===== src/inc/spmc_pkg.sv =====
// Constants and types shared by the power-mode sequencer files.
// Assumes a single 250 MHz clock feeding every file that imports it.
`default_nettype none

package spmc_pkg;

    // ========================================================
    // Register field positions
    localparam int OSC_SLEEP_SEL_BIT = 4;   // Sleep select in oscillator control
    localparam int PWR_REG_KEEP_BIT  = 0;   // Regulator keep in power control
    localparam int NMI_WDT_FLAG_BIT  = 24;  // Watchdog NMI flag in NMI control
    localparam int NMI_CNT_MSB       = 7;   // Countdown field top bit
    localparam int NMI_CNT_LSB       = 0;   // Countdown field low bit
    localparam int NMI_CNT_W         = NMI_CNT_MSB - NMI_CNT_LSB + 1;

    // ========================================================
    // Reset values
    localparam logic [7:0] NMI_CNT_RST   = 8'h00;
    localparam logic [3:0] NMI_TICK_RST  = 4'h0;

    // ========================================================
    // Timing
    localparam int MCLK_MHZ      = 250;     // Core clock rate
    localparam int WAKE_DLY_NS   = 1000;    // Oscillator start-up wait on wake
    localparam int WAKE_DLY_CYC  = (WAKE_DLY_NS * MCLK_MHZ + 999) / 1000;
    localparam int NMI_TICK_NS   = 40;      // Period of one countdown step
    localparam int NMI_TICK_CYC  = (NMI_TICK_NS * MCLK_MHZ) / 1000;
    localparam int WAKE_CNT_W    = 10;

    // ========================================================
    // Power-mode states, one-hot
    typedef enum logic [3:0] {
        SPMC_RUN   = 4'b0001,
        SPMC_IDLE  = 4'b0010,
        SPMC_SLEEP = 4'b0100,
        SPMC_WAKE  = 4'b1000
    } spmc_state_e;

endpackage : spmc_pkg

`default_nettype wire


===== src/verilog/spmc_seq.sv =====
// Sleep and Idle power-mode sequencer with watchdog NMI reset path.
// Assumes CPU, interrupt controller and reset sources run on mclk;
// only the brown-out comparator pin is asynchronous.
//
// Contract
// - Sleep halts CPU, gates most peripheral clocks
// - Clock failure monitor off during Sleep
// - Brown-out detection stays on in Sleep
// - Entering Sleep never clears the watchdog
// - Sleep-capable peripherals keep running in Sleep
// - I/O pins keep driving during Sleep
// - Higher-priority sleep-capable interrupt wakes from Sleep
// - Low-priority interrupt moves Sleep to Idle
// - Sleep exit waits on oscillator start-up; the Sleep-to-Idle exit skips the wait
// - Idle halts CPU and gates its clock, bus clocks stay on
// - Halt-in-idle peripherals stop in Idle
// - Halt with select clear enters Idle
// - Higher-priority enabled interrupt ends Idle
// - Any reset or watchdog time-out ends Idle
// - Regulator keep bit picks Sleep regulator state
// - Watchdog expiry raises NMI and sets flag
// - NMI countdown expiry resets the device
`default_nettype none

module spmc_seq
    import spmc_pkg::*;
#(
    parameter int NPERIPH = 8,  // Peripherals with halt-in-idle control
    parameter int PRIO_W  = 3   // Interrupt priority width
) (
    input  wire logic               mclk,                   // Core clock
    input  wire logic               srst,                   // Sync reset, high
    input  wire logic               halt_exec,              // Halt instr pulse
    input  wire logic [31:0]        oscillator_control_reg, // Osc control word
    input  wire logic [31:0]        power_control_reg,      // Power control word
    input  wire logic               osc_needs_startup,      // Slow osc chosen
    input  wire logic               irq_req,                // Interrupt pending
    input  wire logic               irq_enabled,            // Source enabled
    input  wire logic               irq_in_sleep,           // Source runs in Sleep
    input  wire logic [PRIO_W-1:0]  irq_priority,           // Pending priority
    input  wire logic [PRIO_W-1:0]  cpu_priority,           // Current CPU priority
    input  wire logic               device_reset_req,       // Any reset source
    input  wire logic               wdt_timeout,            // Watchdog time-out
    input  wire logic               brownout_pin,           // Async BOR comparator
    input  wire logic [NPERIPH-1:0] halt_in_idle_sel,       // Per-periph stop
    input  wire logic               nmi_flag_clr,           // Clear watchdog flag
    input  wire logic [7:0]         nmi_cnt_load,           // Countdown start
    output logic                    cpu_halt,               // CPU held
    output logic                    cpu_clk_en,             // CPU clock gate
    output logic                    pb_clk_en,              // Periph bus clocks
    output logic [NPERIPH-1:0]      periph_run,             // Per-periph enable
    output logic                    sleep_periph_en,        // Sleep-capable set
    output logic                    watchdog_run,           // Watchdog counts
    output logic                    clock_fail_monitor_en,  // Monitor active
    output logic                    brownout_reset_detect_en, // BOR armed
    output logic                    io_drive_keep,          // Pins keep driving
    output logic                    regulator_standby,      // Regulator standby
    output logic [3:0]              power_mode,             // Current state
    output logic                    nmi_out,                // NMI pulse
    output logic                    device_reset_out,       // Reset pulse
    output logic [31:0]             nmi_control_reg         // NMI status word
);

    // ========================================================
    // Field extraction from the control words
    logic sleep_select;
    logic regulator_sleep_keep;
    assign sleep_select         = oscillator_control_reg[OSC_SLEEP_SEL_BIT];
    assign regulator_sleep_keep = power_control_reg[PWR_REG_KEEP_BIT];

    // ========================================================
    // Brown-out pin synchroniser, two flops
    logic bor_meta;
    logic bor_sync;
    logic bor_seen;
    logic next_bor_seen;

    // Second flop alone feeds logic; edge caught from it
    always_comb begin
        next_bor_seen = bor_sync;
    end

    always_ff @(posedge mclk) begin
        if (srst) begin
            bor_meta <= 1'b0;
            bor_sync <= 1'b0;
            bor_seen <= 1'b0;
        end else begin
            bor_meta <= brownout_pin;
            bor_sync <= bor_meta;
            bor_seen <= next_bor_seen;
        end
    end

    logic bor_event;
    // Detection never gated by mode, so Sleep cannot mask it
    assign bor_event = bor_sync && !bor_seen;

    // ========================================================
    // Countdown step divider, one-cycle enable
    localparam logic [7:0] TICK_LAST = 8'(NMI_TICK_CYC - 1);
    logic [7:0] tick_cnt;
    logic [7:0] next_tick_cnt;
    logic       nmi_tick;

    always_comb begin
        if (tick_cnt == TICK_LAST) begin
            next_tick_cnt = 8'h00;
        end else begin
            next_tick_cnt = tick_cnt + 8'h01;
        end
    end

    assign nmi_tick = (tick_cnt == TICK_LAST);

    always_ff @(posedge mclk) begin
        if (srst) begin
            tick_cnt <= 8'h00;
        end else begin
            tick_cnt <= next_tick_cnt;
        end
    end

    // ========================================================
    // Watchdog NMI flag and reset countdown
    logic       nmi_flag;
    logic [7:0] nmi_count;
    logic       nmi_pulse;
    logic       nmi_rst_pulse;

    // Expiry goes to NMI first, never straight to reset
    spmc_nmi_cnt u_nmi (
        .mclk        (mclk),
        .srst        (srst),
        .wdt_expire  (wdt_timeout),
        .flag_clr    (nmi_flag_clr),
        .cnt_load    (nmi_cnt_load),
        .tick        (nmi_tick),
        .nmi_flag    (nmi_flag),
        .count       (nmi_count),
        .nmi_pulse   (nmi_pulse),
        .reset_pulse (nmi_rst_pulse)
    );

    // ========================================================
    // Wake conditions
    logic prio_hi;
    logic irq_wake;
    logic sleep_irq;
    logic any_reset;
    assign prio_hi   = irq_priority > cpu_priority;
    assign irq_wake  = irq_req && irq_enabled && prio_hi;
    assign sleep_irq = irq_req && irq_enabled && irq_in_sleep;
    assign any_reset = device_reset_req || bor_event || nmi_rst_pulse;

    // ========================================================
    // Mode state machine and wake-delay counter
    localparam logic [WAKE_CNT_W-1:0] WAKE_LOAD = WAKE_CNT_W'(WAKE_DLY_CYC);
    localparam logic [WAKE_CNT_W-1:0] WAKE_MIN  = WAKE_CNT_W'(1);
    spmc_state_e             state;
    spmc_state_e             next_state;
    logic [WAKE_CNT_W-1:0]   wake_cnt;
    logic [WAKE_CNT_W-1:0]   next_wake_cnt;
    logic [WAKE_CNT_W-1:0]   wake_len;

    // Slow oscillators need their start-up time before the CPU runs
    assign wake_len = osc_needs_startup ? WAKE_LOAD : WAKE_MIN;

    always_comb begin
        next_state    = state;
        next_wake_cnt = wake_cnt;
        case (state)
            SPMC_RUN: begin
                if (halt_exec && sleep_select) begin
                    next_state = SPMC_SLEEP;
                end else if (halt_exec) begin
                    next_state = SPMC_IDLE;
                end
            end
            SPMC_IDLE: begin
                if (any_reset || wdt_timeout) begin
                    next_state = SPMC_RUN;
                end else if (irq_wake) begin
                    next_state = SPMC_RUN;
                end
            end
            SPMC_SLEEP: begin
                if (any_reset || wdt_timeout) begin
                    next_state    = SPMC_WAKE;
                    next_wake_cnt = wake_len;
                end else if (sleep_irq && prio_hi) begin
                    next_state    = SPMC_WAKE;
                    next_wake_cnt = wake_len;
                end else if (sleep_irq) begin
                    // CPU stays halted, bus clocks return
                    next_state = SPMC_IDLE;
                end
            end
            SPMC_WAKE: begin
                if (wake_cnt <= WAKE_MIN) begin
                    next_state    = SPMC_RUN;
                    next_wake_cnt = '0;
                end else begin
                    next_wake_cnt = wake_cnt - WAKE_MIN;
                end
            end
            default: begin
                next_state    = SPMC_RUN;
                next_wake_cnt = '0;
            end
        endcase
    end

    always_ff @(posedge mclk) begin
        if (srst) begin
            state    <= SPMC_RUN;
            wake_cnt <= '0;
        end else begin
            state    <= next_state;
            wake_cnt <= next_wake_cnt;
        end
    end

    // ========================================================
    // Output decode from the next state, registered below
    logic n_run;
    logic n_idle;
    logic n_sleep;
    logic n_wake;
    assign n_run   = (next_state == SPMC_RUN);
    assign n_idle  = (next_state == SPMC_IDLE);
    assign n_sleep = (next_state == SPMC_SLEEP);
    assign n_wake  = (next_state == SPMC_WAKE);

    logic               next_cpu_halt;
    logic               next_cpu_clk_en;
    logic               next_pb_clk_en;
    logic               next_cfm_en;
    logic               next_reg_stby;
    logic [NPERIPH-1:0] next_periph_run;
    logic               next_dev_rst;
    logic [31:0]        next_nmi_reg;

    always_comb begin
        next_cpu_halt   = !n_run;
        next_cpu_clk_en = n_run;
        // Idle keeps the bus clocks, CPU clock runs in Run only; Sleep and its exit delay gate them
        next_pb_clk_en  = n_run || n_idle;
        next_cfm_en     = !(n_sleep || n_wake);
        next_reg_stby   = n_sleep && !regulator_sleep_keep;
        next_dev_rst    = any_reset;
        next_nmi_reg    = 32'h0000_0000;
        next_nmi_reg[NMI_WDT_FLAG_BIT]         = nmi_flag;
        next_nmi_reg[NMI_CNT_MSB:NMI_CNT_LSB]  = nmi_count;
    end

    // Per-peripheral enables
    genvar gi;
    generate
        for (gi = 0; gi < NPERIPH; gi++) begin : g_periph
            assign next_periph_run[gi] =
                n_run || (n_idle && !halt_in_idle_sel[gi]);
        end
    endgenerate

    // All outputs come straight from flops
    always_ff @(posedge mclk) begin
        if (srst) begin
            cpu_halt                 <= 1'b0;
            cpu_clk_en               <= 1'b1;
            pb_clk_en                <= 1'b1;
            periph_run               <= '1;
            sleep_periph_en          <= 1'b0;
            watchdog_run             <= 1'b0;
            clock_fail_monitor_en    <= 1'b1;
            brownout_reset_detect_en <= 1'b0;
            io_drive_keep            <= 1'b0;
            regulator_standby        <= 1'b0;
            power_mode               <= SPMC_RUN;
            nmi_out                  <= 1'b0;
            device_reset_out         <= 1'b0;
            nmi_control_reg          <= 32'h0000_0000;
        end else begin
            cpu_halt                 <= next_cpu_halt;
            cpu_clk_en               <= next_cpu_clk_en;
            pb_clk_en                <= next_pb_clk_en;
            periph_run               <= next_periph_run;
            sleep_periph_en          <= 1'b1;
            watchdog_run             <= 1'b1;  // No clear on Sleep entry
            clock_fail_monitor_en    <= next_cfm_en;
            brownout_reset_detect_en <= 1'b1;
            io_drive_keep            <= 1'b1;
            regulator_standby        <= next_reg_stby;
            power_mode               <= next_state;
            nmi_out                  <= nmi_pulse;
            device_reset_out         <= next_dev_rst;
            nmi_control_reg          <= next_nmi_reg;
        end
    end

    // ========================================================
    // Checks
    localparam int WAKE_MAX = 260;
endmodule : spmc_seq

`default_nettype wire


===== src/verilog/spmc_nmi_cnt.sv =====
// Watchdog NMI flag and the countdown that ends in a device reset.
// Assumes all inputs come from logic on mclk; tick is a one-cycle enable.
`default_nettype none

module spmc_nmi_cnt
    import spmc_pkg::*;
(
    input  wire logic                 mclk,        // Core clock
    input  wire logic                 srst,        // Sync reset, high
    input  wire logic                 wdt_expire,  // Watchdog expiry pulse
    input  wire logic                 flag_clr,    // Software clears flag
    input  wire logic [NMI_CNT_W-1:0] cnt_load,    // Countdown start value
    input  wire logic                 tick,        // Countdown step enable
    output logic                      nmi_flag,    // Watchdog caused NMI
    output logic [NMI_CNT_W-1:0]      count,       // Live countdown
    output logic                      nmi_pulse,   // NMI request pulse
    output logic                      reset_pulse  // Countdown expired
);

    logic                 running;
    logic                 next_running;
    logic                 next_flag;
    logic [NMI_CNT_W-1:0] next_count;
    logic                 next_nmi;
    logic                 next_rst;

    // ========================================================
    // Next values; expiry set beats a software clear
    always_comb begin
        next_flag    = nmi_flag;
        next_running = running;
        next_count   = count;
        next_nmi     = 1'b0;
        next_rst     = 1'b0;
        if (wdt_expire) begin
            next_flag    = 1'b1;
            next_nmi     = 1'b1;
            next_running = 1'b1;
            next_count   = cnt_load;
        end else begin
            if (flag_clr) begin
                // Handler acknowledged: abandon the reset countdown
                next_flag    = 1'b0;
                next_running = 1'b0;
            end else if (running && tick) begin
                if (count == '0) begin
                    next_rst     = 1'b1;
                    next_running = 1'b0;
                end else begin
                    next_count = count - 1'b1;
                end
            end
        end
    end

    always_ff @(posedge mclk) begin
        if (srst) begin
            nmi_flag    <= 1'b0;
            running     <= 1'b0;
            count       <= NMI_CNT_RST;
            nmi_pulse   <= 1'b0;
            reset_pulse <= 1'b0;
        end else begin
            nmi_flag    <= next_flag;
            running     <= next_running;
            count       <= next_count;
            nmi_pulse   <= next_nmi;
            reset_pulse <= next_rst;
        end
    end
endmodule : spmc_nmi_cnt

`default_nettype wire


===== config.mk =====
export PLATFORM = sky130hd
export DESIGN_NAME = spmc_seq
export DESIGN_NICKNAME = d
export VERILOG_FILES = /design/src/inc/spmc_pkg.sv /design/src/verilog/spmc_seq.sv /design/src/verilog/spmc_nmi_cnt.sv
export SDC_FILE = /design/constraint.sdc
export NUM_CORES = 1
export LEC_CHECK = 0
export BUFFER_PORTS_ARGS = -buffer_cell sky130_fd_sc_hd__buf_2
export CAP_MARGIN = 20
export CORE_MARGIN = 10
export CORE_UTILIZATION = 45
export DETAILED_ROUTE_END_ITERATION = 12
export GPL_TIMING_DRIVEN = 0
export HOLD_SLACK_MARGIN = 0.12
export PLACE_DENSITY = 0.83
export SYNTH_ARGS = -nofsm -noshare
export SYNTH_HDL_FRONTEND = slang
export SYNTH_SLANG_ARGS = --single-unit

===== constraint.sdc =====
create_clock -name mclk -period 2.3 [get_ports mclk]
set_input_delay 0.23 -clock mclk [delete_from_list [all_inputs] [get_ports mclk]]
set_output_delay 0.23 -clock mclk [all_outputs]
set_load 0.05 [all_outputs]

Word-level counts from Yosys, hierarchy flattened
Index checks and enable logic that the tools add are counted.

Bits in registers: 85. Input port bits: 97. Output and inout bits: 55. Logic and storage cells: 120.

$add $sub $neg: 3. Magnitude comparators: 2. Equal/unequal tests: 12. Multiplexer cells: 27. Bitwise gates (word level): 2. Reduce and logical (&&, ||, !) cells: 52.

Operator list (count): $mux W8 (5); $mux W4 (8); $mux W10 (3); $pmux W10 S3 (1); $logic_and A1 B1 Y1 (16); $pmux W4 S4 (1); $logic_or A1 B1 Y1 (13); $logic_not A1 Y1 (12); $le A10 B1 Y1 const B (1); $sub A10 B1 Y10 const B (1); $mux W1 (9); $add A8 B1 Y8 const B (1); $eq A4 B1 Y1 const B (2); $eq A4 B2 Y1 const B (2); $eq A4 B3 Y1 const B (2); $eq A4 B4 Y1 const B (2); $eq A8 B4 Y1 const B (1); $logic_not A8 Y1 (1); $sub A8 B1 Y8 const B (1); $reduce_bool A3 Y1 (2); $ne A2 B2 Y1 const B (2); $reduce_and A2 Y1 (2); $reduce_bool A2 Y1 (2); $reduce_or A2 Y1 (2); other kinds (5) (6).

Depth between registers and ports, before layout
Gate-level depths: netlist of the first run.

Depth after elaboration: 10. Gate-level depth with buffers: 8. Gate-level depth less buffers: 7.

By module
A second synthesis of the first run with hierarchy kept.

Cells, all modules: 358. Area total of the unflattened synthesis: 3138.0 um^2.

By module, submodules not included: spmc_seq (instances 1, cells an instance 282, area each 2472.4 um^2, sequential area each 1001.0 um^2); spmc_nmi_cnt (instances 1, cells an instance 76, area each 665.6 um^2, sequential area each 240.2 um^2).

Worst setup path before layout of the first run
OpenSTA, ideal clock, no wires.

Kind: reg-to-reg. Start: register, netlist name power_mode[3]. End: register wake_cnt[2]. Library setup time: 86 ps. Arrival time: 2127 ps. Data required time: 2214 ps. Slack: 88 ps. Cell stages (with the launch flop): 6. Path buffers: 1. Clock period less this slack: 2212 ps. Cell sequence: dfxtp_1 > buf_2 > or4b_2 > a21oi_1 > a211oi_1 > a211oi_1.

RTL lines: to (signal assigned) (line spmc_seq.sv:220) `wake_cnt <= next_wake_cnt;`; to (decl) (line spmc_seq.sv:162) `logic [WAKE_CNT_W-1:0] wake_cnt;`.

Worst setup path in the final report of the first run
Start: register wake_cnt[0]. End: register wake_cnt[5].

Word-level cells in the longest chain between the ends: 3. Elaborated cells on any way between the ends: 4. Classes of those cells: add/sub: 1; order compare: 1; mux: 2.

Ends and longest elaborated chain: $sub A10 B1 Y10 or $le A10 B1 Y1 (tied branches) (line spmc_seq.sv:204, spmc_seq.sv:200); $mux W10 (*) (line spmc_seq.sv:200) `if (wake_cnt <= WAKE_MIN) begin`; $pmux W10 S3 (*) (line spmc_seq.sv:172) `case (state)`.

Mark *: on every way between the ends. The rest lies on a longest branch, timed or not. A chain may end at the register's enable or synchronous reset.

==> out/qor.csv, run 1 <==
stage,metric,value,unit
run_status,outcome,"finished, final reports clean",
place,pre-CTS setup slack,20.5,ps
timing,post-layout min period,2160,ps
hold_path,min-delay worst type,input port to flip-flop,
cells_and_area,Largest register FFs,10,
critical_path,R2R Path End,wake_cnt[5],
detailed_routing,vias,2642,
cells_and_area,Post-Layout Cell Count,518,
place,gpl congestion,0.858,
global_route,first-pass GRT wire length,11500,um
power_and_ir_drop,internal power,1.87,mW
detailed_routing,Starting DRT DRC Count,171,
global_route,GR Layer Usage met3,0.0545,
timing,Tcrit/Tclk final,0.941,
critical_path,Reg2Reg Setup Slack,140,ps
detailed_routing,DR pass1 iterations,5,
timing,Slew Limit Fails,0,
hold_path,Hold Path End,u_nmi.count[1],
cells_and_area,Antenna Cells,0,
clock_tree,clk slew on worst S/H paths,70,ps
power_and_ir_drop,power density over the cells,711,mW/mm2
hold_path,Hold Path Stages,3,
critical_path,Crit Path Class,flip-flop to flip-flop,
floorplan,Die ar.,0.0102,mm2
power_and_ir_drop,peak supply drop,523,uV
global_route,initial antenna violation count,0,
synth,asr flop ratio synth,0,
critical_path,CP Capture Type,flip-flop,
synth,ys flop type,dfxtp_1,
power_and_ir_drop,"Power, Total",2.64,mW
detailed_routing,DRC,0,
critical_path,CP Cell Sequence,"inv_1, ha_1, nor2_1, or4_1, o211ai_1, o211ai_1, a22o_1",
timing,Worst Clk Skew,5.81,ps
clock_tree,CTS root buf,clkbuf_8,
critical_path,max incr delay on CP,460,ps
clock_tree,Max clock buf depth,2,
global_route,M2 GR Usage,0.222,
place,placed insts,502,
detailed_routing,drt via density,5.10,
global_route,met1 Use GR,0.154,
detailed_routing,WL final,7190,um
place,PortBufs,65,
clock_tree,CTS Buf Count,9,
floorplan,Top Ports,152,
synth,Yosys warnings,0,
synth,Mapped Avg Cell Area,8.78,um2
critical_path,worst r2r src,wake_cnt[0],
power_and_ir_drop,total leakage power,1.66,nW
critical_path,Critical Path AT,2390,ps
clock_tree,clk sinks,62,
clock_tree,H-tree levels,3,
synth,synthesized flop and latch total,62,
clock_tree,postcts setup bufs,0,
timing,hold_ws,145,ps
critical_path,critical path's slowest cell,or4_1,
timing,Fmax achieved,462,MHz
critical_path,worst-path maximum fanout,7,
critical_path,reg2reg path depth,7,
synth,Synth cell types,51,
critical_path,CP Buf/Inv Count,1,
synth,post-synthesis cell count,338,
place,area post-placement,0.00347,mm2
cells_and_area,area grow syn2layout,25.0,%
critical_path,Startpoint Class,flip-flop,
timing,Worst-Margin Slew,881,ps
critical_path,Crit path top cell by count,o211ai_1,
hold_path,min-delay src,nmi_cnt_load[1],
clock_tree,CTS tree,done,
global_route,GRT Util Overall,0.137,
power_and_ir_drop,Seq pwr share,0.435,
detailed_routing,"antenna viol nets, final",0,
global_route,layer with the highest usage,met2,
global_route,largest net degree at the start of global routing,11,
global_route,vias in the first global route,2545,
cells_and_area,Nets,543,
clock_tree,clock latency reported for the late side of the worst-skew pair,340,ps
critical_path,Crit path depth,7,
detailed_routing,wire length per cell,13.9,um
power_and_ir_drop,sw frac,0.290,
floorplan,area of the core,0.00639,mm2
timing,setup violators final,0,
global_route,total grt overflow,0,
floorplan,row cnt,29,
place,DPL Wire Length,5490,um
floorplan,Die X,101,um
timing,setup ws final,136,ps
cells_and_area,design area,0.00371,mm2
run,Max-Cap Viols,0,
power_and_ir_drop,Comb power frac,0.183,
power_and_ir_drop,Clk network pwr share,0.382,
timing,Max transition margin,0.408,
synth,post-synthesis sequential area ratio,0.418,
critical_path,"delay-heaviest family, CP",compound AO/OA/AOI/OAI gates,
power_and_ir_drop,P_sw,765,uW
timing,final hold violations,0,
synth,number of synthesized flops with an enable pin,0,
floorplan,Initial Utilization,0.465,
critical_path,required time of the worst setup path,2530,ps
synth,synthesized area,0.00297,mm2
timing,RSZ-0062 raised after global routing,yes,
cells_and_area,layout cells sized above 1,0.268,
floorplan,DIE HEIGHT,101,um
-- power by group through the flow --
stage	Sequential, mW	Combinational [mW]	Clock [mW]
after floorplan	1.28	0.265	0
final	1.15	0.483	1.01
after global placement	1.17	0.469	0
after detailed placement	1.17	0.476	0
after CTS	1.15	0.479	1.03
after global routing	1.15	0.524	1.06
-- cells in the mapped netlist (9+ instances only) --
cell type / instances / area (um2)
nor2_1: 32 / 120
a211oi_1: 9 / 67.6
xnor2_1: 12 / 105
o21ai_0: 23 / 115
nor2b_1: 13 / 81.3
ha_1: 9 / 113
inv_1: 15 / 56.3
nand2_1: 16 / 60.1
dfxtp_1: 62 / 1240
buf_4: 26 / 195
nor3_1: 9 / 45.0
a21oi_1: 11 / 55.1
-- cell usage in the layout (no fill, tap or decap), drive strengths merged, types with 2 or more instances in the layout --
| cell type | count |
|---|---|
| o211ai | 5 |
| nor2b | 13 |
| nand2 | 16 |
| and3 | 5 |
| dfxtp | 62 |
| nor2 | 32 |
| bufinv | 2 |
| xnor2 | 12 |
| ha | 9 |
| o2111ai | 2 |
| conb | 23 |
| a211oi | 9 |
| buf | 96 |
| or3 | 2 |
| nand3 | 6 |
| nor4 | 7 |
| o21ai | 24 |
| a21o | 3 |
| nand4 | 2 |
| a21oi | 12 |
| or4 | 2 |
| clkbuf | 19 |
| o2bb2ai | 3 |
| and2 | 3 |
| a31oi | 4 |
| a21boi | 8 |
| inv | 15 |
| nand2b | 8 |
| xor2 | 3 |
| nor4b | 5 |
| nor3 | 9 |
| a22o | 3 |
-- cells by family (layout without fill, tap and decap cells) --
group,after synthesis,count (layout),synth area share
flops,62,62,0.418
buf+inv,54,135,0.105
simple gates,117,117,0.215
xor+xnor,15,15,0.0443
fa+ha+maj,9,9,0.0379
mux,1,1,0.00337
compound gates,79,79,0.175
other cells,1,23,0.00126
-- worst max path at each step --
| stage | endpoint | from |
|---|---|---|
| floorplan | wake_cnt[2] | power_mode[3] |
| finish | wake_cnt[5] | wake_cnt[0] |
| CTS | periph_run[3] | bor_sync |
| global placement | periph_run[1] | wdt_timeout |
| detailed placement | periph_run[3] | irq_priority[2] |
| global route | wake_cnt[5] | wake_cnt[0] |
-- worst register-to-register path: stages (launching register included) --
cell and delay [ps]:
dfxtp_1 380, inv_1 90, ha_1 270, nor2_1 100, or4_1 470, o211ai_1 350, o211ai_1 140, a22o_1 260
-- routing by layer --
| metal | vias to the layer above | wire length (um) | share of wire |
|---|---|---|---|
| li1 | 1340 | - | - |
| met1 | 1196 | 2970 | 0.41 |
| met2 | 93 | 3430 | 0.48 |
| met3 | 13 | 635 | 0.088 |
| met4 | 0 | 152 | 0.021 |
| met5 | - | 0 | 0 |
-- stage by stage --
stage	utilization	setup TNS [ps]
2_1_floorplan	-	0
3_3_place_gp	0.544	0
3_5_place_dp	0.544	0
4_1_cts	0.577	0
5_1_grt	0.581	-14.7
6_report	0.581	0
-- what timing repair did --
item / CTS / global route
setup endpoints to repair: 0 / 16
gates resized for setup: 0 / 6
hold buffers: 1 / 0
hold endpoints to repair: 1 / 0
-- area by class of cell --
cell class / instances / area, um2
buffer: 39 / 258
sequential: 62 / 1240
tap: 77 / 96.3
timing repair buffer: 66 / 335
clock inverter: 4 / 72.6
multi-input combinational: 244 / 1520
inverter: 15 / 56.3
clock buffer: 11 / 131
fill: 540 / 2680
Note: power is estimated with default switching activity, not from simulation.
==> run 2, diff against run 1 <==
--- a/config.mk
+++ b/config.mk
@@ -12,7 +12,7 @@
 export DETAILED_ROUTE_END_ITERATION = 12
 export GPL_TIMING_DRIVEN = 0
 export HOLD_SLACK_MARGIN = 0.12
-export PLACE_DENSITY = 0.83
+export PLACE_DENSITY = 0.82
 export SYNTH_ARGS = -nofsm -noshare
 export SYNTH_HDL_FRONTEND = slang
 export SYNTH_SLANG_ARGS = --single-unit
==> out/qor.csv, run 2 (synthesis gave the netlist of run 1 again) <==
stage,metric,value,unit,change
detailed_routing,"antenna viol nets, final",0,,unchanged
critical_path,reg2reg path depth,5,,was 7
floorplan,DIE HEIGHT,101,um,unchanged
cells_and_area,"most common cell after layout, fill and taps aside",buf_2,,unchanged
critical_path,Critical Path AT,2430,ps,was 2390 ps
cells_and_area,Antenna Cells,0,,unchanged
timing,post-layout min period,2180,ps,was 2160 ps
power_and_ir_drop,power density over the cells,680,mW/mm2,was 711 mW/mm2
clock_tree,CTS Buf Count,9,,unchanged
cells_and_area,Nets,543,,unchanged
clock_tree,Max clock buf depth,2,,unchanged
cells_and_area,Reg area,0.00124,mm2,unchanged
detailed_routing,DR pass1 iterations,4,,was 5
clock_tree,H-tree levels,3,,unchanged
detailed_routing,Starting DRT DRC Count,155,,was 171
critical_path,worst r2r src,power_mode[0],,was wake_cnt[0]
critical_path,worst setup path endpoint,wake_cnt[2],,was wake_cnt[5]
cells_and_area,layout cells sized above 1,0.267,,was 0.268
clock_tree,CTS tree,done,,unchanged
timing,Fin Setup TNS,0,ps,unchanged
floorplan,Die ar.,0.0102,mm2,unchanged
critical_path,R2R Path End,wake_cnt[2],,was wake_cnt[5]
detailed_routing,WL final,7000,um,was 7190 um
critical_path,Startpoint Class,flip-flop,,unchanged
cells_and_area,# fillers,546,,was 540
timing,Fmax achieved,458,MHz,was 462 MHz
power_and_ir_drop,peak supply drop,500,uV,was 523 uV
cells_and_area,most frequent cells in the layout,"buf_2 (69), dfxtp_1 (62), nor2_1 (32)",,unchanged
cells_and_area,area grow syn2layout,24.1,%,was 25.0%
critical_path,worst-path maximum fanout,8,,was 7
hold_path,min-delay worst type,input port to flip-flop,,unchanged
cells_and_area,Multi-input gate area,0.00151,mm2,was 0.00152 mm2
detailed_routing,DRC,0,,unchanged
global_route,initial antenna violation count,0,,unchanged
clock_tree,clock latency reported for the late side of the worst-skew pair,340,ps,about the same
place,PortBufs,65,,unchanged
timing,Tcrit/Tclk final,0.950,,was 0.941
critical_path,CP Capture Type,flip-flop,,unchanged
floorplan,row cnt,29,,unchanged
place,DPL Wire Length,5460,um,was 5490 um
place,gpl congestion,0.878,,was 0.858
power_and_ir_drop,total leakage power,1.65,nW,was 1.66 nW
timing,Max transition margin,0.377,,was 0.408
timing,RSZ-0062 raised after global routing,yes,,unchanged
floorplan,area of the core,0.00639,mm2,unchanged
timing,final hold violations,0,,unchanged
critical_path,Crit Path Class,flip-flop to flip-flop,,unchanged
clock_tree,CTS root buf,clkbuf_8,,unchanged
cells_and_area,Largest register FFs,10,,unchanged
detailed_routing,vias,2606,,"was 2,642"
detailed_routing,wire length per cell,13.5,um,was 13.9 um
run_status,outcome,"finished, final reports clean",,unchanged
run,Max-Cap Viols,0,,unchanged
critical_path,Reg2Reg Setup Slack,120,ps,was 140 ps
clock_tree,clk slew on worst S/H paths,70,ps,about the same
detailed_routing,drt via density,5.02,,was 5.10
clock_tree,clk sinks,62,,unchanged
cells_and_area,Finished Core Util,0.577,,was 0.581
global_route,first-pass GRT wire length,11000,um,"was 11,500 um"
timing,Slew Limit Fails,0,,unchanged
global_route,GRT Util Overall,0.131,,was 0.137
timing,setup violators final,0,,unchanged
critical_path,Critical Path Source,power_mode[0],,was wake_cnt[0]
floorplan,Top Ports,152,,unchanged
timing,Worst-Margin Slew,927,ps,was 881 ps
floorplan,Initial Utilization,0.465,,unchanged
floorplan,Die X,101,um,unchanged
global_route,total grt overflow,0,,unchanged
critical_path,required time of the worst setup path,2540,ps,was 2530 ps
global_route,largest net degree at the start of global routing,11,,unchanged
global_route,vias in the first global route,2471,,"was 2,545"
timing,Worst Clk Skew,5.65,ps,was 5.81 ps
[run 2: area by class of cell]
cell class / instances / share of cell area
tap: 77 / 0.0262
timing repair buffer: 66 / 0.0910
clock buffer: 13 / 0.0459
sequential: 62 / 0.337
multi-input combinational: 244 / 0.410
clock inverter: 3 / 0.00476
inverter: 15 / 0.0153
buffer: 39 / 0.0696
[run 2: what timing repair did]
action | CTS | global route
hold endpoints to repair | 1 | 0
setup endpoints to repair | 1 | 10
setup buffers | 0 | 0
hold buffers | 1 | 0
gates resized for setup | 1 | 2
[run 2: worst max-delay path: stages (launching register included)]
cell and delay, ps:
dfxtp_1 300, buf_2 180, or4b_2 720, a21oi_1 450, a211oi_1 160, a211oi_1 290
[run 2: report_power, final]
| group | total (mW) | internal [mW] | switching, mW |
|---|---|---|---|
| sequential | 1.15 | 1.12 | 0.0225 |
| combinational | 0.484 | 0.143 | 0.341 |
| clock | 0.875 | 0.476 | 0.399 |
[run 2: per-stage QoR]
stage	hold slack, ps	setup slack, ps	std cells	power [mW]	area [um2]
floorplan	307	88.0	360	1.54	3050
global placement	422	42.2	502	1.64	3470
detailed placement	439	-75.9	502	1.65	3470
CTS	144	103	519	2.52	3670
global route	145	-1.78	519	2.61	3680
finish	150	115	519	2.51	3680
[run 2: worst min path at each step]
stage | cells past startpoint | to | slack (ps) | start
after global routing | 2 | u_nmi.reset_pulse | 150 | wdt_timeout
after floorplan | 1 | u_nmi.reset_pulse | 310 | wdt_timeout
after global placement | 1 | nmi_out | 420 | u_nmi.nmi_pulse
after detailed placement | 1 | bor_sync | 440 | bor_meta
after CTS | 2 | u_nmi.reset_pulse | 140 | wdt_timeout
final | 2 | u_nmi.reset_pulse | 150 | wdt_timeout
[run 2: per-layer routing]
layer / vias to the layer above / GRT usage / routed length [um] / part of all wire
li1: 1337 / - / - / -
met1: 1155 / 0.145 / 2930 / 0.42
met2: 99 / 0.214 / 3280 / 0.47
met3: 15 / 0.0531 / 642 / 0.092
met4: 0 / 0.0632 / 152 / 0.022
met5: - / 0 / 0 / 0
==> run 3, diff against run 2 <==
--- a/config.mk
+++ b/config.mk
@@ -5,14 +5,16 @@
 export SDC_FILE = /design/constraint.sdc
 export NUM_CORES = 1
 export LEC_CHECK = 0
+export ABC_AREA = 1
 export BUFFER_PORTS_ARGS = -buffer_cell sky130_fd_sc_hd__buf_2
 export CAP_MARGIN = 20
-export CORE_MARGIN = 10
-export CORE_UTILIZATION = 45
+export CORE_MARGIN = 2
+export CORE_UTILIZATION = 47
 export DETAILED_ROUTE_END_ITERATION = 12
 export GPL_TIMING_DRIVEN = 0
 export HOLD_SLACK_MARGIN = 0.12
-export PLACE_DENSITY = 0.82
+export PLACE_DENSITY = 0.84
 export SYNTH_ARGS = -nofsm -noshare
 export SYNTH_HDL_FRONTEND = slang
+export SYNTH_HIERARCHICAL = 1
 export SYNTH_SLANG_ARGS = --single-unit
==> out/qor.csv, run 3 <==
stage,metric,value,unit,change
run_status,outcome,"finished, final reports clean",,unchanged
power_and_ir_drop,internal power,1.88,mW,was 1.74 mW
cells_and_area,"most common cell after layout, fill and taps aside",nand2_1,,was buf_2
critical_path,Startpoint Class,flip-flop,,unchanged
hold_path,min-delay worst type,input port to flip-flop,,unchanged
floorplan,Die X,86.6,um,was 101 um
synth,ys flop type,dfxtp_1,,unchanged
critical_path,reg2reg path depth,9,,was 5
timing,setup ws final,380,ps,was 115 ps
synth,ranking of synthesized cells by area,"dfxtp_1 (39%), nand2_1 (12%), nor2_1 (8.1%), inv_1 (7.4%), nand3_1 (6.9%)",,"was dfxtp_1 (42%), buf_4 (6.6%), nor2_1 (4.0%), o21ai_0 (3.9%), ha_1 (3.8%)"
cells_and_area,layout cells sized above 1,0.237,,was 0.267
detailed_routing,"antenna viol nets, final",0,,unchanged
global_route,GRT Util Overall,0.184,,was 0.131
global_route,largest net degree at the start of global routing,11,,unchanged
clock_tree,CTS tree,done,,unchanged
timing,Slew Limit Fails,0,,unchanged
floorplan,Initial Utilization,0.479,,was 0.465
detailed_routing,WL met3,453,um,was 642 um
clock_tree,CTS root buf,clkbuf_8,,unchanged
clock_tree,H-tree levels,3,,unchanged
synth,top-area cell type share of the netlist area,0.388,,was 0.418
place,gpl congestion,0.892,,was 0.878
power_and_ir_drop,"Power, Total",3.01,mW,was 2.51 mW
detailed_routing,Starting DRT DRC Count,166,,was 155
cells_and_area,Post-Layout Cell Count,646,,was 519
synth,Mapped Avg Cell Area,7.06,um2,was 8.78 um2
clock_tree,CTS Buf Count,9,,unchanged
place,pre-CTS setup slack,443,ps,was -75.9 ps
run,Max-Cap Viols,0,,unchanged
detailed_routing,WL final,6690,um,was 7000 um
power_and_ir_drop,P_sw,1.13,mW,was 763 uW
power_and_ir_drop,Clk network pwr share,0.274,,was 0.349
critical_path,Reg2Reg Setup Slack,380,ps,was 120 ps
timing,Max transition margin,0.649,,was 0.377
critical_path,worst r2r src,tick_cnt[0],,was power_mode[0]
critical_path,R2R Path End,u_nmi/count[5],,was wake_cnt[2]
timing,Tcrit/Tclk final,0.835,,was 0.950
global_route,vias in the first global route,2730,,"was 2,471"
detailed_routing,metal2 WL,3300,um,was 3280 um
power_and_ir_drop,Seq pwr share,0.408,,was 0.458
power_and_ir_drop,power density over the cells,758,mW/mm2,was 680 mW/mm2
cells_and_area,design area,0.00397,mm2,was 0.00368 mm2
detailed_routing,DR pass1 iterations,5,,was 4
place,PortBufs,66,,was 65
timing,RSZ-0062 raised after global routing,no,,was yes
hold_path,Hold Path End,periph_run[1],,was u_nmi.reset_pulse
global_route,initial antenna violation count,0,,unchanged
synth,Yosys warnings,6,,was 0
global_route,first-pass GRT wire length,11100,um,"was 11,000 um"
synth,post-synthesis sequential area ratio,0.387,,was 0.418
global_route,total grt overflow,0,,unchanged
power_and_ir_drop,peak supply drop,295,uV,was 500 uV
clock_tree,clock latency reported for the late side of the worst-skew pair,340,ps,about the same
synth,"count leader, synth",nand2_1,,was dfxtp_1
place,placed insts,622,,was 502
place,area post-placement,0.00372,mm2,was 0.00347 mm2
synth,synthesized flop and latch total,62,,unchanged
cells_and_area,Antenna Cells,0,,unchanged
hold_path,min-delay src,halt_in_idle_sel[1],,was wdt_timeout
synth,number of synthesized flops with an enable pin,0,,unchanged
place,DPL Wire Length,4960,um,was 5460 um
timing,Fmax achieved,521,MHz,was 458 MHz
synth,Synth top cells by count,"nand2_1 (99), nor2_1 (69), inv_1 (63)",,"was dfxtp_1 (62), nor2_1 (32), buf_4 (26)"
cells_and_area,area grow syn2layout,24.0,%,was 24.1%
detailed_routing,top routing layer used,met4,,unchanged
cells_and_area,most frequent cells in the layout,"nand2_1 (99), buf_2 (69), nor2_1 (69)",,"was buf_2 (69), dfxtp_1 (62), nor2_1 (32)"
power_and_ir_drop,total leakage power,2.07,nW,was 1.65 nW
detailed_routing,wire length per cell,10.4,um,was 13.5 um
floorplan,area of the core,0.00668,mm2,was 0.00639 mm2
detailed_routing,DRC,0,,unchanged
timing,setup violators final,0,,unchanged
floorplan,row cnt,30,,was 29
detailed_routing,drt via density,4.65,,was 5.02
cells_and_area,Largest register FFs,10,,unchanged
cells_and_area,Nets,668,,was 543
timing,final hold violations,0,,unchanged
timing,Worst-Margin Slew,521,ps,was 927 ps
clock_tree,clk sinks,62,,unchanged
detailed_routing,vias,3001,,"was 2,606"
critical_path,required time of the worst setup path,2560,ps,was 2540 ps
power_and_ir_drop,Comb power frac,0.318,,was 0.193
synth,post-synthesis cell count,454,,was 338
timing,Fin Setup TNS,0,ps,unchanged
power_and_ir_drop,sw frac,0.377,,was 0.304
critical_path,Critical Path AT,2180,ps,was 2430 ps
detailed_routing,WL met1,2770,um,was 2930 um
clock_tree,clk slew on worst S/H paths,70,ps,about the same
synth,Synth cell types,37,,was 51
hold_path,Hold Path Stages,4,,was 2
floorplan,Top Ports,152,,unchanged
synth,Yosys top cell by area,dfxtp_1,,unchanged
floorplan,DIE HEIGHT,86.6,um,was 101 um
timing,post-layout min period,1920,ps,was 2180 ps
clock_tree,Max clock buf depth,2,,unchanged
critical_path,Crit Path Class,flip-flop to flip-flop,,unchanged
timing,Worst Clk Skew,11.1,ps,was 5.65 ps
critical_path,worst-path maximum fanout,9,,was 8
critical_path,CP Capture Type,flip-flop,,unchanged
floorplan,Die ar.,0.00749,mm2,was 0.0102 mm2
synth,synthesized area,0.00320,mm2,was 0.00297 mm2
synth,asr flop ratio synth,0,,unchanged
## run 3: cell count changes after synthesis, sizes merged, moves of 13 or more
cell,previous run,this run
o21ai,24,8
inv,15,67
nor2b,13,0
nand2,16,105
nand3,6,47
nor2,32,74
## run 3: worst max-delay path, cell delays in order (launching register included)
cell and delay [ps]:
dfxtp_1 370, ha_1 160, nand4_1 90, nor4_1 410
nand2_4 90, nor2_2 170, o21ai_4 140, nand2_2 140
nand3_1 90, a21oi_1 180
## run 3: final cells by class
| type | instances | area [um2] |
|---|---|---|
| Fill cell | 626 | 2710 |
| Sequential cell | 62 | 1240 |
| Timing Repair Buffer | 75 | 420 |
| Inverter | 67 | 251 |
| Multi-Input combinational cell | 311 | 1530 |
| Buffer | 36 | 260 |
| Clock buffer | 12 | 145 |
| Clock inverter | 3 | 21.3 |
| Tap cell | 80 | 100 |
## run 3: how the worst max path moves through the flow
stage                   from              to  slack (ps)  cells after the start
2_1_floorplan  power_mode[3]       pb_clk_en         620                     10
3_3_place_gp     tick_cnt[0]  u_nmi/count[5]         470                      9
3_5_place_dp     tick_cnt[0]  u_nmi/count[5]         440                      9
4_1_cts          tick_cnt[0]  u_nmi/count[5]         380                      9
5_1_grt          tick_cnt[0]  u_nmi/count[5]         220                      9
6_report         tick_cnt[0]  u_nmi/count[5]         380                      9
## run 3: what timing repair did
action / CTS / global route
gates resized for setup: 0 / 0
hold endpoints to repair: 9 / 0
hold buffers: 9 / 0
setup buffers: 0 / 0
setup endpoints to repair: 0 / 0
## run 3: stage by stage
step	hold slack, ps	util
after detailed placement	403	0.556
after global placement	399	0.556
after floorplan	334	-
after CTS	128	0.595
final	139	0.595
after global routing	146	0.595
## run 3: logic make-up (layout without fill, tap and decap cells)
family                     Yosys count  count (layout)  share of synthesized area
buffers and inverters              103             193                      0.160
DFF                                 62              62                      0.387
other                                1              23                    0.00117
xor gates and xnor gates            11              11                     0.0301
and+or+nand+nor                    243             243                      0.339
AOI/OAI and AO/OA                   25              25                     0.0473
adders and majority gates            9               9                     0.0352
## run 3: per-layer routing
| metal | vias to the layer above | track usage |
|---|---|---|
| met5 | - | 0 |
| li1 | 1570 | - |
| met3 | 19 | 0.0448 |
| met4 | 0 | 0.0923 |
| met1 | 1315 | 0.205 |
| met2 | 97 | 0.324 |
## run 3: power groups by stage
| stage | sequential (mW) | clock, mW | combinational (mW) |
|---|---|---|---|
| after floorplan | 1.42 | 0 | 0.587 |
| after global placement | 1.25 | 0 | 0.916 |
| after detailed placement | 1.25 | 0 | 0.936 |
| after CTS | 1.23 | 0.846 | 0.953 |
| after global routing | 1.24 | 0.891 | 1.07 |
| final | 1.23 | 0.826 | 0.957 |
